<file path="src/rtl/adrc_pkg.sv">
// adrc_pkg: register map, field layouts and level/timing constants
`default_nettype none
package adrc_pkg;
    typedef logic signed [23:0] adrc_smp_t;
    // levels and gains in half-dB units
    typedef logic signed [11:0] adrc_db_t;
    typedef struct packed {
        adrc_smp_t left;
        adrc_smp_t right;
    } adrc_stereo_t;
    typedef struct packed {
        logic rsvd;
        logic [4:0] detectRmsThreshold;
        logic [1:0] detectCrestThreshold;
        logic noiseGateEnable;
        logic signalDetectMethod;
        logic signalDetectEnable;
        logic secondKneeOutEnable;
        logic quickReleaseEnable;
        logic antiClipEnable;
        logic rangeCtrlPathSelect;
        logic rangeCtrlEnable;
    } adrc_cfg1_t;
    typedef struct packed {
        logic [2:0] rsvd;
        logic [3:0] attackRate;
        logic [3:0] decayRate;
        logic [2:0] minGainLimit;
        logic [1:0] maxGainLimit;
    } adrc_cfg2_t;
    typedef struct packed {
        logic [3:0] gateMinGain;
        logic [1:0] quickReleaseThreshold;
        logic [1:0] quickReleaseDecay;
        logic [1:0] gateExpansionSlope;
        logic [2:0] upperCompressSlope;
        logic [2:0] lowerCompressSlope;
    } adrc_cfg3_t;
    typedef struct packed {
        logic [5:0] rsvd;
        logic [4:0] gateKneeIn;
        logic [4:0] secondKneeOutLevel;
    } adrc_knee_t;
    localparam logic [11:0] IDX_CFG1 = 12'h114;
    localparam logic [11:0] IDX_CFG2 = 12'h115;
    localparam logic [11:0] IDX_CFG3 = 12'h116;
    localparam logic [11:0] IDX_KNEE = 12'h118;
    localparam logic [11:0] IDX_STAT = 12'h11f;
    localparam logic [11:0] ADDR_CFG1 = IDX_CFG1 << 2;
    localparam logic [11:0] ADDR_CFG2 = IDX_CFG2 << 2;
    localparam logic [11:0] ADDR_CFG3 = IDX_CFG3 << 2;
    localparam logic [11:0] ADDR_KNEE = IDX_KNEE << 2;
    localparam logic [11:0] ADDR_STAT = IDX_STAT << 2;
    localparam logic [15:0] CFG1_RST = 16'h000c;
    localparam logic [15:0] CFG2_RST = 16'h0925;
    localparam logic [15:0] CFG3_RST = 16'h0000;
    localparam logic [15:0] KNEE_RST = 16'h0000;
    localparam logic [15:0] CFG1_MASK = 16'h7fff;
    localparam logic [15:0] CFG2_MASK = 16'h1fff;
    localparam logic [15:0] KNEE_MASK = 16'h03ff;
    localparam adrc_db_t LEVEL_FLOOR = -12'sh114;
    localparam adrc_db_t LEVEL_LSB = -12'sh108;
    localparam adrc_db_t DB_STEP_6 = 12'sh00c;
    localparam adrc_db_t DB_STEP_3 = 12'sh006;
    localparam adrc_db_t DB_STEP_1P5 = 12'sh003;
    localparam adrc_db_t RMS_THR_TOP = -12'sh036;
    localparam adrc_db_t PK_THR_BASE = 12'sh01c;
    localparam adrc_db_t QR_THR_BASE = 12'sh018;
    localparam adrc_db_t K2_OUT_TOP = -12'sh03c;
    localparam adrc_db_t K2_IN_TOP = -12'sh048;
    localparam adrc_db_t KNEE_IN = 12'sh000;
    localparam adrc_db_t KNEE_OUT = 12'sh000;
    localparam adrc_db_t GATE_MIN_BASE = -12'sh048;
    localparam adrc_db_t GAIN_OFFSET = 12'sh048;
    localparam adrc_db_t MIN_GAIN_TBL [0:4] = '{12'sh000, -12'sh018,
        -12'sh024, -12'sh030, -12'sh048};
    localparam adrc_db_t MAX_GAIN_TBL [0:3] = '{12'sh018, 12'sh024,
        12'sh030, 12'sh048};
    localparam logic [15:0] MANT_TBL [0:11] = '{16'h8000, 16'h879c,
        16'h8fad, 16'h9838, 16'ha145, 16'haadc, 16'hb505, 16'hbfc9,
        16'hcb30, 16'hd745, 16'he412, 16'hf1a2};
    localparam logic [1:0] QR_SHIFT_TBL [0:3] = '{2'h0, 2'h1, 2'h3, 2'h3};
    localparam logic [2:0] MIN_GAIN_TOP = 3'h4;
    localparam logic [2:0] MIN_GAIN_DFLT = 3'h1;
    localparam logic [3:0] GATE_MIN_TOP = 4'hb;
    localparam logic [3:0] ATK_CODE_LO = 4'h1;
    localparam logic [3:0] ATK_CODE_HI = 4'hb;
    localparam logic [2:0] HI_ZERO_CODE = 3'h5;
    localparam logic [2:0] LO_ZERO_CODE = 3'h4;
    localparam int BITS_TOP = 22;
    localparam int PEAK_FALL_SHIFT = 8;
    localparam int AVG_SHIFT = 6;
    localparam int MULT_SHIFT = 21;
    localparam int unsigned CLK_PERIOD_NS = 10;
    localparam int unsigned STEPS_PER_6DB = 12;
    localparam int unsigned ATK_BASE_NS = 181000;
    localparam int unsigned DCY_BASE_NS = 1450000;
    localparam int unsigned QR_BASE_NS = 725000;
    localparam int unsigned ATK_STEP_CYC =
        ATK_BASE_NS / (CLK_PERIOD_NS * STEPS_PER_6DB);
    localparam int unsigned DCY_STEP_CYC =
        DCY_BASE_NS / (CLK_PERIOD_NS * STEPS_PER_6DB);
    localparam int unsigned QR_STEP_CYC =
        QR_BASE_NS / (CLK_PERIOD_NS * STEPS_PER_6DB);
endpackage
`default_nettype wire

</file>
<file path="src/rtl/adrc_top.sv">
// adrc_top: stereo dynamic range controller with apb registers
// Functional notes
// [RL1] processing only while controller enable set
// [RL2] path select 0 record, 1 playback
// [RL3] signal detect only while its enable set
// [RL4] detect method: crest factor or rms level
// [RL5] rms threshold -27 dB, -1.5 dB per code
// [RL6] crest threshold 14, 20, 26, 32 dB
// [RL7] noise gate only while gate enable set
// [RL8] second knee level honoured only when enabled
// [RL9] quick release enabled after reset
// [RL10] anti-clip enabled after reset
// [RL11] attack 181 us per 6 dB, doubling
// [RL12] decay 1.45 ms per 6 dB, doubling
// [RL13] attenuation floor from min gain code
// [RL14] boost ceiling from max gain code
// [RL15] gate active uses gate min gain floor
// [RL16] quick release threshold 12 to 30 dB
// [RL17] quick release decay 0.725, 1.45, 5.8 ms
// [RL18] gate expansion slope 1, 2, 4, 8
// [RL19] upper slope 1 to 1/16, or 0
// [RL20] lower slope 1 to 1/8, or 0
// [RL21] second knee output -30 dB, -1.5 per code
// [RL22] quick release swaps decay for fast decay
//
// The APB interface to the registers was decided locally.
`timescale 1ns/10ps
`default_nettype none
module adrc_top #(
    parameter int unsigned DECAY_STEP_CYCLES = adrc_pkg::DCY_STEP_CYC,
    parameter int unsigned QR_STEP_CYCLES = adrc_pkg::QR_STEP_CYC
) (
    // clock and reset
    input wire logic clk_sys,
    input wire logic rstn,
    // apb slave
    input wire logic psel,
    input wire logic penable,
    input wire logic pwrite,
    input wire logic [11:0] paddr,
    input wire logic [31:0] pwdata,
    output logic [31:0] prdata,
    output logic pready,
    output logic pslverr,
    // audio streams
    input wire logic sampleValid,
    input wire adrc_pkg::adrc_stereo_t recIn,
    input wire adrc_pkg::adrc_stereo_t playIn,
    output var adrc_pkg::adrc_stereo_t recOut,
    output var adrc_pkg::adrc_stereo_t playOut,
    output logic outValid,
    // status
    output logic signalDetect,
    output logic gateActive
);
    function automatic logic [22:0] magOf(input adrc_pkg::adrc_smp_t s);
        logic [23:0] a;
        a = s[23] ? -s : s;
        magOf = a[23] ? '1 : a[22:0];
    endfunction

    // coarse log: 6 dB per bit plus a 3 dB half step
    function automatic adrc_pkg::adrc_db_t levelOf(input logic [22:0] m);
        adrc_pkg::adrc_db_t r;
        r = m[0] ? adrc_pkg::LEVEL_LSB : adrc_pkg::LEVEL_FLOOR;
        for (int i = 1; i <= adrc_pkg::BITS_TOP; i++)
        begin
            if (m[i])
            begin
                r = adrc_pkg::adrc_db_t'((i - adrc_pkg::BITS_TOP) * 12);
                if (m[i-1])
                begin
                    r = r + adrc_pkg::DB_STEP_3;
                end
            end
        end
        levelOf = r;
    endfunction

    function automatic adrc_pkg::adrc_db_t scaleDb(input logic [4:0] c,
        input adrc_pkg::adrc_db_t step);
        adrc_pkg::adrc_db_t cs;
        cs = {7'h0, c};
        scaleDb = cs * step;
    endfunction

    // reserved codes at or above the zero code also give slope 0
    function automatic adrc_pkg::adrc_db_t slopeOf(
        input adrc_pkg::adrc_db_t d, input logic [2:0] code,
        input logic [2:0] zeroCode);
        slopeOf = (code >= zeroCode) ? 12'sh000 : (d >>> code);
    endfunction

    function automatic adrc_pkg::adrc_smp_t applyGain(
        input adrc_pkg::adrc_smp_t s, input adrc_pkg::adrc_db_t g);
        logic [7:0] off;
        logic [3:0] q;
        logic [3:0] r;
        logic signed [40:0] p;
        logic signed [52:0] w;
        off = 8'(g + adrc_pkg::GAIN_OFFSET);
        q = 4'(off / 8'h0c);
        r = 4'(off % 8'h0c);
        p = s * $signed({1'b0, adrc_pkg::MANT_TBL[r]});
        w = (53'(p) <<< q) >>> adrc_pkg::MULT_SHIFT;
        if (w > 53'sh7fffff)
        begin
            applyGain = 24'sh7fffff;
        end
        else if (w < -53'sh800000)
        begin
            applyGain = -24'sh800000;
        end
        else
        begin
            applyGain = 24'(w);
        end
    endfunction

    logic [1:0] rstSync_q;
    logic rstLocal;
    adrc_pkg::adrc_cfg1_t cfg1_q;
    adrc_pkg::adrc_cfg2_t cfg2_q;
    adrc_pkg::adrc_cfg3_t cfg3_q;
    adrc_pkg::adrc_knee_t knee_q;
    logic [31:0] prdata_q;
    logic pready_q;
    logic pslverr_q;
    logic [22:0] peakEnv_q;
    logic [22:0] avgEnv_q;
    adrc_pkg::adrc_db_t gain_q;
    logic [31:0] stepCnt_q;
    adrc_pkg::adrc_stereo_t recOut_q;
    adrc_pkg::adrc_stereo_t playOut_q;
    logic outValid_q;
    logic sigDet_q;
    logic gateAct_q;

    // reset release through two flops
    always_ff @(posedge clk_sys or negedge rstn)
    begin
        if (!rstn)
        begin
            rstSync_q <= 2'h0;
        end
        else
        begin
            rstSync_q <= {rstSync_q[0], 1'b1};
        end
    end
    assign rstLocal = rstSync_q[1];

    // apb decode; answer comes in the first access cycle
    wire logic setupPh = psel && !penable;
    wire logic wrEn = psel && penable && pready_q && pwrite;
    wire logic hit1 = paddr == adrc_pkg::ADDR_CFG1;
    wire logic hit2 = paddr == adrc_pkg::ADDR_CFG2;
    wire logic hit3 = paddr == adrc_pkg::ADDR_CFG3;
    wire logic hitK = paddr == adrc_pkg::ADDR_KNEE;
    wire logic hitS = paddr == adrc_pkg::ADDR_STAT;
    wire logic mapped = hit1 || hit2 || hit3 || hitK || hitS;
    wire logic [15:0] statWord = {gain_q, 2'h0, gateAct_q, sigDet_q};
    wire logic [15:0] rdHalf = hit1 ? cfg1_q : hit2 ? cfg2_q :
        hit3 ? cfg3_q : hitK ? knee_q : hitS ? statWord : 16'h0000;

    always_ff @(posedge clk_sys or negedge rstLocal)
    begin
        if (!rstLocal)
        begin
            pready_q <= 1'b0;
            pslverr_q <= 1'b0;
            prdata_q <= 32'h0000_0000;
        end
        else
        begin
            pready_q <= setupPh;
            pslverr_q <= setupPh && !mapped;
            prdata_q <= (setupPh && !pwrite) ? {16'h0000, rdHalf} : 32'h0;
        end
    end

    // enables and defaults come up as the reset words say
    always_ff @(posedge clk_sys or negedge rstLocal)
    begin
        if (!rstLocal)
        begin
            cfg1_q <= adrc_pkg::CFG1_RST; // [RL1] [RL3] [RL7] [RL9] [RL10]
            cfg2_q <= adrc_pkg::CFG2_RST; // [RL11] [RL12] [RL13] [RL14]
            cfg3_q <= adrc_pkg::CFG3_RST;
            knee_q <= adrc_pkg::KNEE_RST; // [RL8]
        end
        else if (wrEn)
        begin
            if (hit1)
                cfg1_q <= pwdata[15:0] & adrc_pkg::CFG1_MASK;
            if (hit2)
                cfg2_q <= pwdata[15:0] & adrc_pkg::CFG2_MASK;
            if (hit3)
                cfg3_q <= pwdata[15:0];
            if (hitK)
                knee_q <= pwdata[15:0] & adrc_pkg::KNEE_MASK;
        end
    end

    // source of the controlled path, and envelopes from it
    wire logic en = cfg1_q.rangeCtrlEnable;
    wire logic pathSel = cfg1_q.rangeCtrlPathSelect;
    wire adrc_pkg::adrc_stereo_t srcIn = pathSel ? playIn : recIn; // [RL2]
    wire logic [22:0] magL = magOf(srcIn.left);
    wire logic [22:0] magR = magOf(srcIn.right);
    wire logic [22:0] magMax = (magL > magR) ? magL : magR;
    wire logic [22:0] peakFall =
        peakEnv_q - (peakEnv_q >> adrc_pkg::PEAK_FALL_SHIFT);
    wire logic signed [23:0] avgDelta =
        $signed({1'b0, magMax}) - $signed({1'b0, avgEnv_q});
    wire logic [22:0] avgNext =
        avgEnv_q + 23'(avgDelta >>> adrc_pkg::AVG_SHIFT);

    always_ff @(posedge clk_sys or negedge rstLocal)
    begin
        if (!rstLocal)
        begin
            peakEnv_q <= 23'h0;
            avgEnv_q <= 23'h0;
        end
        else if (sampleValid)
        begin
            peakEnv_q <= (magMax > peakFall) ? magMax : peakFall;
            avgEnv_q <= avgNext;
        end
    end

    // levels, crest factor and detection thresholds
    wire adrc_pkg::adrc_db_t instLvl = levelOf(magMax);
    wire adrc_pkg::adrc_db_t envLvl = levelOf(peakEnv_q);
    wire adrc_pkg::adrc_db_t avgLvl = levelOf(avgEnv_q);
    wire adrc_pkg::adrc_db_t crest = envLvl - avgLvl;
    wire adrc_pkg::adrc_db_t rmsThr = adrc_pkg::RMS_THR_TOP -
        scaleDb(cfg1_q.detectRmsThreshold, adrc_pkg::DB_STEP_1P5); // [RL5]
    wire adrc_pkg::adrc_db_t pkThr = adrc_pkg::PK_THR_BASE +
        scaleDb({3'h0, cfg1_q.detectCrestThreshold},
        adrc_pkg::DB_STEP_6); // [RL6]
    wire logic detNow = cfg1_q.signalDetectMethod ?
        (avgLvl >= rmsThr) : (crest >= pkThr); // [RL4]

    // static curve: two compressor slopes around the knee
    wire adrc_pkg::adrc_db_t hiOut = adrc_pkg::KNEE_OUT +
        slopeOf(envLvl - adrc_pkg::KNEE_IN, cfg3_q.upperCompressSlope,
        adrc_pkg::HI_ZERO_CODE); // [RL19]
    wire adrc_pkg::adrc_db_t loOut = adrc_pkg::KNEE_OUT -
        slopeOf(adrc_pkg::KNEE_IN - envLvl, cfg3_q.lowerCompressSlope,
        adrc_pkg::LO_ZERO_CODE); // [RL20]
    wire adrc_pkg::adrc_db_t curveOut =
        (envLvl > adrc_pkg::KNEE_IN) ? hiOut : loOut;

    // noise gate below the second knee
    wire adrc_pkg::adrc_db_t k2In = adrc_pkg::K2_IN_TOP -
        scaleDb(knee_q.gateKneeIn, adrc_pkg::DB_STEP_1P5);
    wire adrc_pkg::adrc_db_t k2Curve = adrc_pkg::KNEE_OUT -
        slopeOf(adrc_pkg::KNEE_IN - k2In, cfg3_q.lowerCompressSlope,
        adrc_pkg::LO_ZERO_CODE);
    wire adrc_pkg::adrc_db_t k2Level = adrc_pkg::K2_OUT_TOP -
        scaleDb(knee_q.secondKneeOutLevel, adrc_pkg::DB_STEP_1P5); // [RL21]
    // without the enable the gate joins the curve with no step
    wire adrc_pkg::adrc_db_t k2Base =
        cfg1_q.secondKneeOutEnable ? k2Level : k2Curve; // [RL8] [RL21]
    wire logic gateNow =
        cfg1_q.noiseGateEnable && (envLvl < k2In); // [RL7]
    wire adrc_pkg::adrc_db_t gateOut =
        k2Base - ((k2In - envLvl) <<< cfg3_q.gateExpansionSlope); // [RL18]
    wire adrc_pkg::adrc_db_t outLvl = gateNow ? gateOut : curveOut;
    wire adrc_pkg::adrc_db_t rawGain = outLvl - envLvl;

    // gain limits
    wire logic [2:0] minCode = (cfg2_q.minGainLimit > adrc_pkg::MIN_GAIN_TOP)
        ? adrc_pkg::MIN_GAIN_DFLT : cfg2_q.minGainLimit;
    wire logic [3:0] gateCode = (cfg3_q.gateMinGain > adrc_pkg::GATE_MIN_TOP)
        ? adrc_pkg::GATE_MIN_TOP : cfg3_q.gateMinGain;
    wire adrc_pkg::adrc_db_t minGain =
        adrc_pkg::MIN_GAIN_TBL[minCode]; // [RL13]
    wire adrc_pkg::adrc_db_t gateMin = adrc_pkg::GATE_MIN_BASE +
        scaleDb({1'b0, gateCode}, adrc_pkg::DB_STEP_6); // [RL15]
    wire adrc_pkg::adrc_db_t maxGain =
        adrc_pkg::MAX_GAIN_TBL[cfg2_q.maxGainLimit]; // [RL14]
    wire adrc_pkg::adrc_db_t gainFloor =
        gateNow ? gateMin : minGain; // [RL13] [RL15]
    wire adrc_pkg::adrc_db_t clipCap = -instLvl;
    wire adrc_pkg::adrc_db_t capped =
        (cfg1_q.antiClipEnable && rawGain > clipCap) ? clipCap : rawGain;
    wire adrc_pkg::adrc_db_t belowCeil =
        (capped > maxGain) ? maxGain : capped; // [RL14]
    // the floor wins where a gate floor sits above the ceiling
    wire adrc_pkg::adrc_db_t target =
        (belowCeil < gainFloor) ? gainFloor : belowCeil; // [RL13]

    // step periods per half-dB
    wire logic [3:0] atkCode =
        (cfg2_q.attackRate < adrc_pkg::ATK_CODE_LO) ? adrc_pkg::ATK_CODE_LO :
        (cfg2_q.attackRate > adrc_pkg::ATK_CODE_HI) ? adrc_pkg::ATK_CODE_HI :
        cfg2_q.attackRate;
    wire logic [31:0] atkPeriod =
        adrc_pkg::ATK_STEP_CYC << (atkCode - 4'h1); // [RL11]
    wire logic [31:0] dcyPeriod =
        DECAY_STEP_CYCLES << cfg2_q.decayRate; // [RL12]
    wire logic [31:0] qrPeriod = QR_STEP_CYCLES <<
        adrc_pkg::QR_SHIFT_TBL[cfg3_q.quickReleaseDecay]; // [RL17]
    wire adrc_pkg::adrc_db_t qrThr = adrc_pkg::QR_THR_BASE +
        scaleDb({3'h0, cfg3_q.quickReleaseThreshold},
        adrc_pkg::DB_STEP_6); // [RL16]
    wire logic qrNow = cfg1_q.quickReleaseEnable && (crest > qrThr);
    wire logic attackDir = target < gain_q;
    wire logic [31:0] stepPeriod = attackDir ? atkPeriod :
        qrNow ? qrPeriod : dcyPeriod; // [RL22]
    wire logic stepDue = (stepCnt_q + 32'h1) >= stepPeriod;

    // gain walks one half-dB per elapsed period toward target
    always_ff @(posedge clk_sys or negedge rstLocal)
    begin
        if (!rstLocal)
        begin
            gain_q <= 12'sh000;
            stepCnt_q <= 32'h0;
        end
        else if (!en || target == gain_q)
        begin
            gain_q <= en ? gain_q : 12'sh000; // [RL1]
            stepCnt_q <= 32'h0;
        end
        else if (stepDue)
        begin
            gain_q <= attackDir ? gain_q - 12'sh001 : gain_q + 12'sh001;
            stepCnt_q <= 32'h0;
        end
        else
        begin
            stepCnt_q <= stepCnt_q + 32'h1;
        end
    end

    // gain applied to the selected path only
    wire adrc_pkg::adrc_stereo_t procOut =
        {applyGain(srcIn.left, gain_q), applyGain(srcIn.right, gain_q)};
    wire logic doRec = en && !pathSel;
    wire logic doPlay = en && pathSel;

    always_ff @(posedge clk_sys or negedge rstLocal)
    begin
        if (!rstLocal)
        begin
            recOut_q <= '0;
            playOut_q <= '0;
            outValid_q <= 1'b0;
            sigDet_q <= 1'b0;
            gateAct_q <= 1'b0;
        end
        else
        begin
            outValid_q <= sampleValid;
            if (sampleValid)
            begin
                recOut_q <= doRec ? procOut : recIn; // [RL1] [RL2]
                playOut_q <= doPlay ? procOut : playIn; // [RL2]
            end
            sigDet_q <= en && cfg1_q.signalDetectEnable && detNow; // [RL3]
            gateAct_q <= en && gateNow; // [RL7]
        end
    end

    assign prdata = prdata_q;
    assign pready = pready_q;
    assign pslverr = pslverr_q;
    assign recOut = recOut_q;
    assign playOut = playOut_q;
    assign outValid = outValid_q;
    assign signalDetect = sigDet_q;
    assign gateActive = gateAct_q;
endmodule
`default_nettype wire

</file>
<file path="config.mk">
export PLATFORM = sky130hd
export DESIGN_NAME = adrc_top
export DESIGN_NICKNAME = d
export VERILOG_FILES = /design/src/rtl/adrc_pkg.sv /design/src/rtl/adrc_top.sv
export SDC_FILE = /design/constraint.sdc
export NUM_CORES = 2
export LEC_CHECK = 0
export CELL_PAD_IN_SITES_DETAIL_PLACEMENT = 1
export CELL_PAD_IN_SITES_GLOBAL_PLACEMENT = 1
export CORE_MARGIN = 5
export CORE_UTILIZATION = 52
export CTS_BUF_LIST = sky130_fd_sc_hd__clkbuf_8
export CTS_CLUSTER_SIZE = 20
export DETAILED_ROUTE_END_ITERATION = 8
export DONT_BUFFER_PORTS = 1
export GPL_TIMING_DRIVEN = 0
export PLACE_DENSITY_LB_ADDON = 0.25
export SKIP_LAST_GASP = 1
export SYNTH_ARGS = -nofsm -noshare
export SYNTH_HDL_FRONTEND = slang
export SYNTH_SLANG_ARGS = --single-unit
</file>
<file path="constraint.sdc">
create_clock -name clk_sys -period 11.1 [get_ports clk_sys]
set_input_delay 0.555 -clock clk_sys [delete_from_list [all_inputs] [get_ports clk_sys]]
set_output_delay 0.555 -clock clk_sys [all_outputs]
set_load 0.02 [all_outputs]
</file>
-- Word-level counts from Yosys, hierarchy flattened
Memory sizes are Yosys's and may differ from the RTL's.
Cells that the tools add are included.
- flip-flop bits (word level): 263
- memory bits (read-only): 352
- bits of input ports: 146
- output and inout port bits: 133
- logic and storage cells: 337
- memories kept: 2
- memory list (memory ; depth ; bits a word ; read ports ; clocked after memory_dff ; wr ports ; RTL line ; text):
    (no name shown) ; 16 ; 16 ; 1 ; 0 ; 0 ; adrc_top.sv:104 ; p = s * $signed({1'b0, adrc_pkg::MANT_TBL[r]});
    (no name shown) ; 8 ; 12 ; 1 ; 0 ; 0 ; adrc_top.sv:280 ; adrc_pkg::MIN_GAIN_TBL[minCode];
- add/subtract/negate cells: 25
- multipliers: 8
- divide/modulo/power cells: 2
- order comparisons: 26
- equality and inequality tests: 7
- shifts and indexed selects: 9
- muxes and demuxes: 187
- bitwise operators: 4
- reduce and logical (&&, ||, !) cells: 30
- operators with widths (cell ; number):
    12-bit 2-to-1 mux ; 81
    24-bit 2-to-1 mux ; 6
    48-bit 2-to-1 mux ; 3
    16-bit 2-to-1 mux ; 8
    32-bit 2-to-1 mux ; 4
    41-bit by 4-bit <<< shifter with 53-bit output ; 2
    3-bit 2-to-1 mux ; 34
    23-bit 2-to-1 mux ; 4
    4-bit 2-to-1 mux ; 21
    24-bit by 17-bit multiplier with 41-bit output ; 2
    32-bit by 24-bit greater-than comparator with 1-bit output, second input constant ; 2
    32-bit by 24-bit less-than comparator with 1-bit output, second input constant ; 2
    12-bit by 11-bit equality test with 1-bit output, second input constant ; 5
    24-bit negator ; 2
    23-bit greater-than comparator ; 2
    5-bit 2-to-1 mux ; 9
    6-bit 2-to-1 mux ; 6
    1-bit by 12-bit subtractor with 12-bit output, first input constant ; 3
    12-bit subtractor ; 3
    32-bit by 1-bit adder with 32-bit output, second input constant ; 1
    32-bit >= comparator ; 1
    11-bit by 4-bit << shifter with 32-bit output, first input constant ; 1
    13-bit by 2-bit << shifter with 32-bit output, first input constant ; 1
    14-bit by 4-bit << shifter with 32-bit output, first input constant ; 1
    other kinds (51) ; 94

-- Longest topological paths before layout
- word-level depth: 42
- mapped depth: 102
- gate-level depth less buffers: 90

-- Least setup slack after synthesis
OpenSTA, ideal clock, no wires.
- path kind: register to register
- start point: register, netlist name pathSel
- end point: register stepCnt_q[11]
- library setup time: 0.074 ns
- arrival time: 18.808 ns
- required time: 11.026 ns
- setup slack: -7.782 ns
- stages on the path, launching flop included: 99
- path buffers: 16
- period minus slack after synthesis: 18.882 ns
- cells stage by stage: dfrtp_1 > buf_6 > buf_2 > buf_4 > buf_2 > buf_2 > clkbuf_1 > mux2i_1 > clkbuf_1 > ha_1 > or4b_4 > a222oi_1 > nand3_1 > o41ai_2 > mux2i_1 > inv_1 > ha_1 > a21o_1 > [... 63 more ...] > a22oi_1 > ha_1 > a21o_1 > a21o_1 > a21o_1 > a21o_1 > a21o_1 > a21o_1 > a211oi_1 > o21a_1 > o21ai_0 > a21oi_1 > nor3b_1 > o21ai_0 > nand3_1 > clkbuf_1 > clkbuf_1 > nor2b_1
- word-level cells in the longest chain between the ends: 42
- elaborated cells on any way between the ends: 69
- those cells by class: 3 x add/sub; 6 x order compare; 1 x eq/ne; 57 x mux; 2 x reduce/logical
- RTL lines (element ; RTL line ; text):
    48-bit 2-to-1 mux (*) ; adrc_top.sv:208 ; wire adrc_pkg::adrc_stereo_t srcIn = pathSel ? playIn : recIn;
    24-bit negator ; adrc_top.sv:58 ; a = s[23] ? -s : s;
    24-bit 2-to-1 mux ; adrc_top.sv:58 ;
    23-bit 2-to-1 mux ; adrc_top.sv:59 ; magOf = a[23] ? '1 : a[22:0];
    23-bit greater-than comparator ; adrc_top.sv:211 ; wire logic [22:0] magMax = (magL > magR) ? magL : magR;
    23-bit 2-to-1 mux (*) ; adrc_top.sv:211 ;
    4-bit 2-to-1 mux or 5-bit 2-to-1 mux (tied branches) ; adrc_top.sv:71, adrc_top.sv:65 ;
    9-bit 2-to-1 mux ; adrc_top.sv:68 ; if (m[i])
    [... 26 more ...] ; n/a ;
    12-bit 2-to-1 mux (*) ; adrc_top.sv:291 ; (capped > maxGain) ? maxGain : capped;
    12-bit less-than comparator ; adrc_top.sv:294 ; (belowCeil < gainFloor) ? gainFloor : belowCeil;
    12-bit 2-to-1 mux (*) ; adrc_top.sv:294 ;
    12-bit less-than comparator ; adrc_top.sv:311 ; wire logic attackDir = target < gain_q;
    32-bit 2-to-1 mux ; adrc_top.sv:312 ; wire logic [31:0] stepPeriod = attackDir ? atkPeriod :
    32-bit >= comparator ; adrc_top.sv:314 ; wire logic stepDue = (stepCnt_q + 32'h1) >= stepPeriod;
    32-bit 2-to-1 mux ; adrc_top.sv:329 ; else if (stepDue)
    32-bit 2-to-1 mux (*) ; adrc_top.sv:324 ; else if (!en || target == gain_q)
    end signal, assigned ; adrc_top.sv:336 ; stepCnt_q <= stepCnt_q + 32'h1;
    end, declared ; adrc_top.sv:132 ; logic [31:0] stepCnt_q;
Mark *: on every way between the ends. The rest lies on a longest branch, timed or not.
A chain may end at the register's enable or synchronous reset.

-- Final worst setup path
- start point: register, netlist name pathSel
- end point: register gain_q[11]
- word-level cells in the longest chain between the ends: 42
- elaborated cells on any way between the ends: 73
- those cells by class: 3 x add/sub; 6 x order compare; 2 x eq/ne; 58 x mux; 4 x reduce/logical
- RTL lines (element ; RTL line ; text):
    48-bit 2-to-1 mux (*) ; adrc_top.sv:208 ;
    24-bit negator ; adrc_top.sv:58 ;
    24-bit 2-to-1 mux ; adrc_top.sv:58 ;
    23-bit 2-to-1 mux ; adrc_top.sv:59 ;
    23-bit greater-than comparator ; adrc_top.sv:211 ;
    23-bit 2-to-1 mux (*) ; adrc_top.sv:211 ;
    4-bit 2-to-1 mux or 5-bit 2-to-1 mux (tied branches) ; adrc_top.sv:71, adrc_top.sv:65 ;
    9-bit 2-to-1 mux ; adrc_top.sv:68 ;
    [... 26 more ...] ; n/a ;
    12-bit 2-to-1 mux (*) ; adrc_top.sv:291 ;
    12-bit less-than comparator ; adrc_top.sv:294 ;
    12-bit 2-to-1 mux (*) ; adrc_top.sv:294 ;
    12-bit less-than comparator ; adrc_top.sv:311 ;
    32-bit 2-to-1 mux ; adrc_top.sv:312 ;
    32-bit >= comparator ; adrc_top.sv:314 ;
    2-bit nonzero test (no line) ; n/a ;
    2-bit AND reduction (no line) ; n/a ;
    end signal, assigned ; adrc_top.sv:326 ; gain_q <= en ? gain_q : 12'sh000;
    end signal, assigned ; adrc_top.sv:331 ; gain_q <= attackDir ? gain_q - 12'sh001 : gain_q + 12'sh001;
    end, declared ; adrc_top.sv:131 ; adrc_pkg::adrc_db_t gain_q;
Mark *: on every way between the ends. The rest lies on a longest branch, timed or not. The select of a mux whose other input is x is not followed.

==> out/results.ini <==
[status]
outcome = finished, violations left
failed_checks = negative hold slack, max-capacitance violations, max-slew violations, negative setup slack

[power_and_ir_drop]
p_leak_uw = 0.03187
power_density_nw_per_um2 = 132.7
peakVddDrop_mv = 0.1276
power_uw = 9368

[global_routing]
grt_antenna_before_repair = 33
grt_pass1_wl_um = 431200
grt_max_degree = 63
track_usage_pct = 46.63
gr-total-overflow = 0
grt_pass1_vias = 67710

[route]
wl_per_cell_um = 31.93
drt-initial-drc-count = 8253
postRouteWirelength_um = 304100
route.detailed.drc = 0
vias = 65000
ant_nets = 0
vias_per_cell = 6.823
firstDrtPassIters = 9

[placement]
dp.cells = 9103
io_buffers = 0
place_congestion = 1.066
dp_hpwl_um = 225400
placed_cell_area_um2 = 62920
post-place-ws_ns = -11.57

[sta]
whs_ns = -0.01249
fmax_ghz = 0.05475
slew_headroom_pct = -11.53
tightest_slew_ns = 1.626
finalSetupViolCount = 142
skew_ns = 0.04616
layout_worst_path_cycle_share_pct = 164.6
slew_violations = 20
rsz0062_at_grt = true
hold_viol_final = 1
setup_slack_ns = -7.166
fin_crit_ns = 18.27

[synth]
synthTopCellsByCount = inv_1 (1,091), nand2_1 (878), fa_1 (760), nor2_1 (716), ha_1 (487)
async_flop_share_pct = 100.0
synth_top_family_by_area = adder cells
synth.area.top_cells = fa_1 (25%), dfrtp_1 (11%), ha_1 (10%), inv_1 (6.8%), nand2_1 (5.5%)
synth_compound_area_share_pct = 18.08
synth.largest_area_cell = fa_1
netlist.area_leader.share_pct = 25.22
synth_edf_count = 0
syn_inst = 7542
avgSynthCellArea_um2 = 7.998
synthSimpleGateAreaFrac_pct = 18.03
synth.most_common_cell = inv_1
yosysWarnings = 0
syn-cell-area_um2 = 60320
synth_ff_type = dfrtp_1
synthMuxAreaShare_pct = 4.491
yosysSeqAreaShare_pct = 10.93
synthAdderAreaFrac_pct = 35.34
synth.distinct_cells = 110
synth_seq_cells = 263
synth_xor_area_share_pct = 3.456

[layout]
finalNonFillerCells = 9526
final_layout_size_suffix_gt1_share_pct = 15.31
seq_area_um2 = 6601
final_nets = 9321
design_area_um2 = 70580
fin_util_pct = 60.98
multi_input_area_um2 = 51110
nFillCells = 13860
syn2layout_area_growth_pct = 17.01

[setup_path]
path_class = reg2reg
crit_required_ns = 11.73
cpPeakStageDelay_ns = 1.01
endpoint_kind = register
cp-start-kind = register
crit_arrival_ns = 18.89
cp_max_fo = 9
slowest_stage = a2111oi_0

[floorplan]
dieArea_um2 = 122900
ios = 279
row_count = 125
core_area_um2 = 115700
chipHeight_um = 350.6
initial_core_util_pct = 52.12
chipWidth_um = 350.6

[clocking]
clock_sinks = 263
clk_path_buf_depth = 3
cts-root-buf = clkbuf_8
worstSkewPairLatency_ns = 0.72
htree_levels = 2
cts_buffers = 47
cts_tree = yes
clk_pin_slew_worst_paths_ns = 0.11

[worst_hold_path]
hold_class = in2reg

[run]
cap_violations = 2

[power by group]
part / total [µW] / switching (µW) / leakage (µW) / internal (µW)
clock: 1040 / 525 / 0.000536 / 513
sequential: 1320 / 232 / 0.00326 / 1090
combinational: 7010 / 4180 / 0.0281 / 2830
[area by class of cell]
cell class / instances / area share (%)
clock inverter: 25 / 0.2925
clock buffer: 56 / 1.092
buffer: 374 / 3.547
sequential: 263 / 9.353
inverter: 1117 / 6.026
multi-input combinational: 5781 / 72.42
timing repair inverter: 1 / 0.008864
antenna: 42 / 0.1489
tap: 1524 / 2.702
timing repair buffer: 343 / 4.413
[cells in the final DEF (no fill, tap or decap), types with 45 or more instances in the layout]
master    synthesis  layout
a211oi_1         73      57
a21o_1          106     101
a21oi_1         363     317
a221o_1          47      47
a22oi_1          61      59
and3_1           87      85
buf_4            20     273
buf_6             5      50
clkbuf_1        325     209
clkbuf_8          0      75
dfrtp_1         256     249
fa_1            760     730
ha_1            487     441
inv_1          1091    1070
mux2_2           80      71
mux2i_1         165     120
nand2_1         878     851
nand2b_1         59      56
nand3_1         113     105
nand4_1          47      47
nor2_1          716     683
nor2b_1          70      57
nor3_1          142     131
o211ai_1         69      69
o21ai_0         391     323
or3_1            51      45
xnor2_1         188     172
xor2_1           50      46
[metrics by stage]
stage | hold slack (ns) | setup TNS [ns]
after floorplan | 0.2594 | -224.14
after global placement | 0.2595 | -1006.17
after detailed placement | 0.2595 | -1005.66
after CTS | 0.002756 | -242.84
after global routing | 0.003758 | -361.32
final | -0.01249 | -344.72
[metal layers]
layer  vias up  global-route usage, %  share of wire (%)
met4        14                  27.26                7.6
met5         -                  1.099              0.061
met1     32510                  57.64                 36
met3      1461                  18.52                 14
met2      4859                  69.00                 42
li1      26150                      -                  -
[what timing repair did]
action                                  in CTS  in global routing
resized for setup                          711                291
gates cloned                                 9                  2
endpoints found under the hold margin       58                  0
setup buffers                              221                 75
hold buffers                                22                  0
endpoints found under the setup margin     183                143
pin swaps                                  130                135
[kinds of logic (layout without fill, tap and decap cells)]
group / count (synthesis) / count (layout)
AO/OA/AOI/OAI: 1635 / 1635
XOR/XNOR: 238 / 238
adder cells (fa/ha/maj): 1248 / 1248
buffers and inverters: 1516 / 1916
flip-flops: 263 / 263
multiplexers: 254 / 254
other: 2 / 62
AND/OR/NAND/NOR: 2386 / 2386
[registers in the layout (all words and copies together) (netlist names)]
register      count
avgEnv_q         23
cfg1_q           13
cfg2_q           13
cfg3_q           16
en                1
gain_q           12
gateActive        1
knee_q           10
outValid          1
pathSel           1
peakEnv_q        23
playOut          48
prdata           16
pready            1
pslverr           1
recOut           48
rstSync_q         2
signalDetect      1
stepCnt_q        32
[critical path: cells and delay by family, from the launching register on]
family	cells	cell delay, ns
buffers and inverters	21	3.33
AO/OA/AOI/OAI	43	8.23
AND/OR/NAND/NOR	17	2.58
flip-flops	1	0.39
adder cells (fa/ha/maj)	7	1.87
multiplexers	5	1.76
[path summary, 6_finish.rpt]
path                              startpoint            end  slack, ns  cells after the start
max in group asynchronous       rstSync_q[1]    playOut[13]       9.25                      3
worst max register to register       pathSel     gain_q[11]      -7.17                     93
worst max-delay path                 pathSel     gain_q[11]      -7.17                     93
worst min register to register  rstSync_q[1]  stepCnt_q[28]       0.33                      0
worst min-delay path               playIn[2]     playOut[2]      -0.01                      2
min in group asynchronous               rstn   rstSync_q[1]       0.11                      1
(Power assumes the default switching activity.)
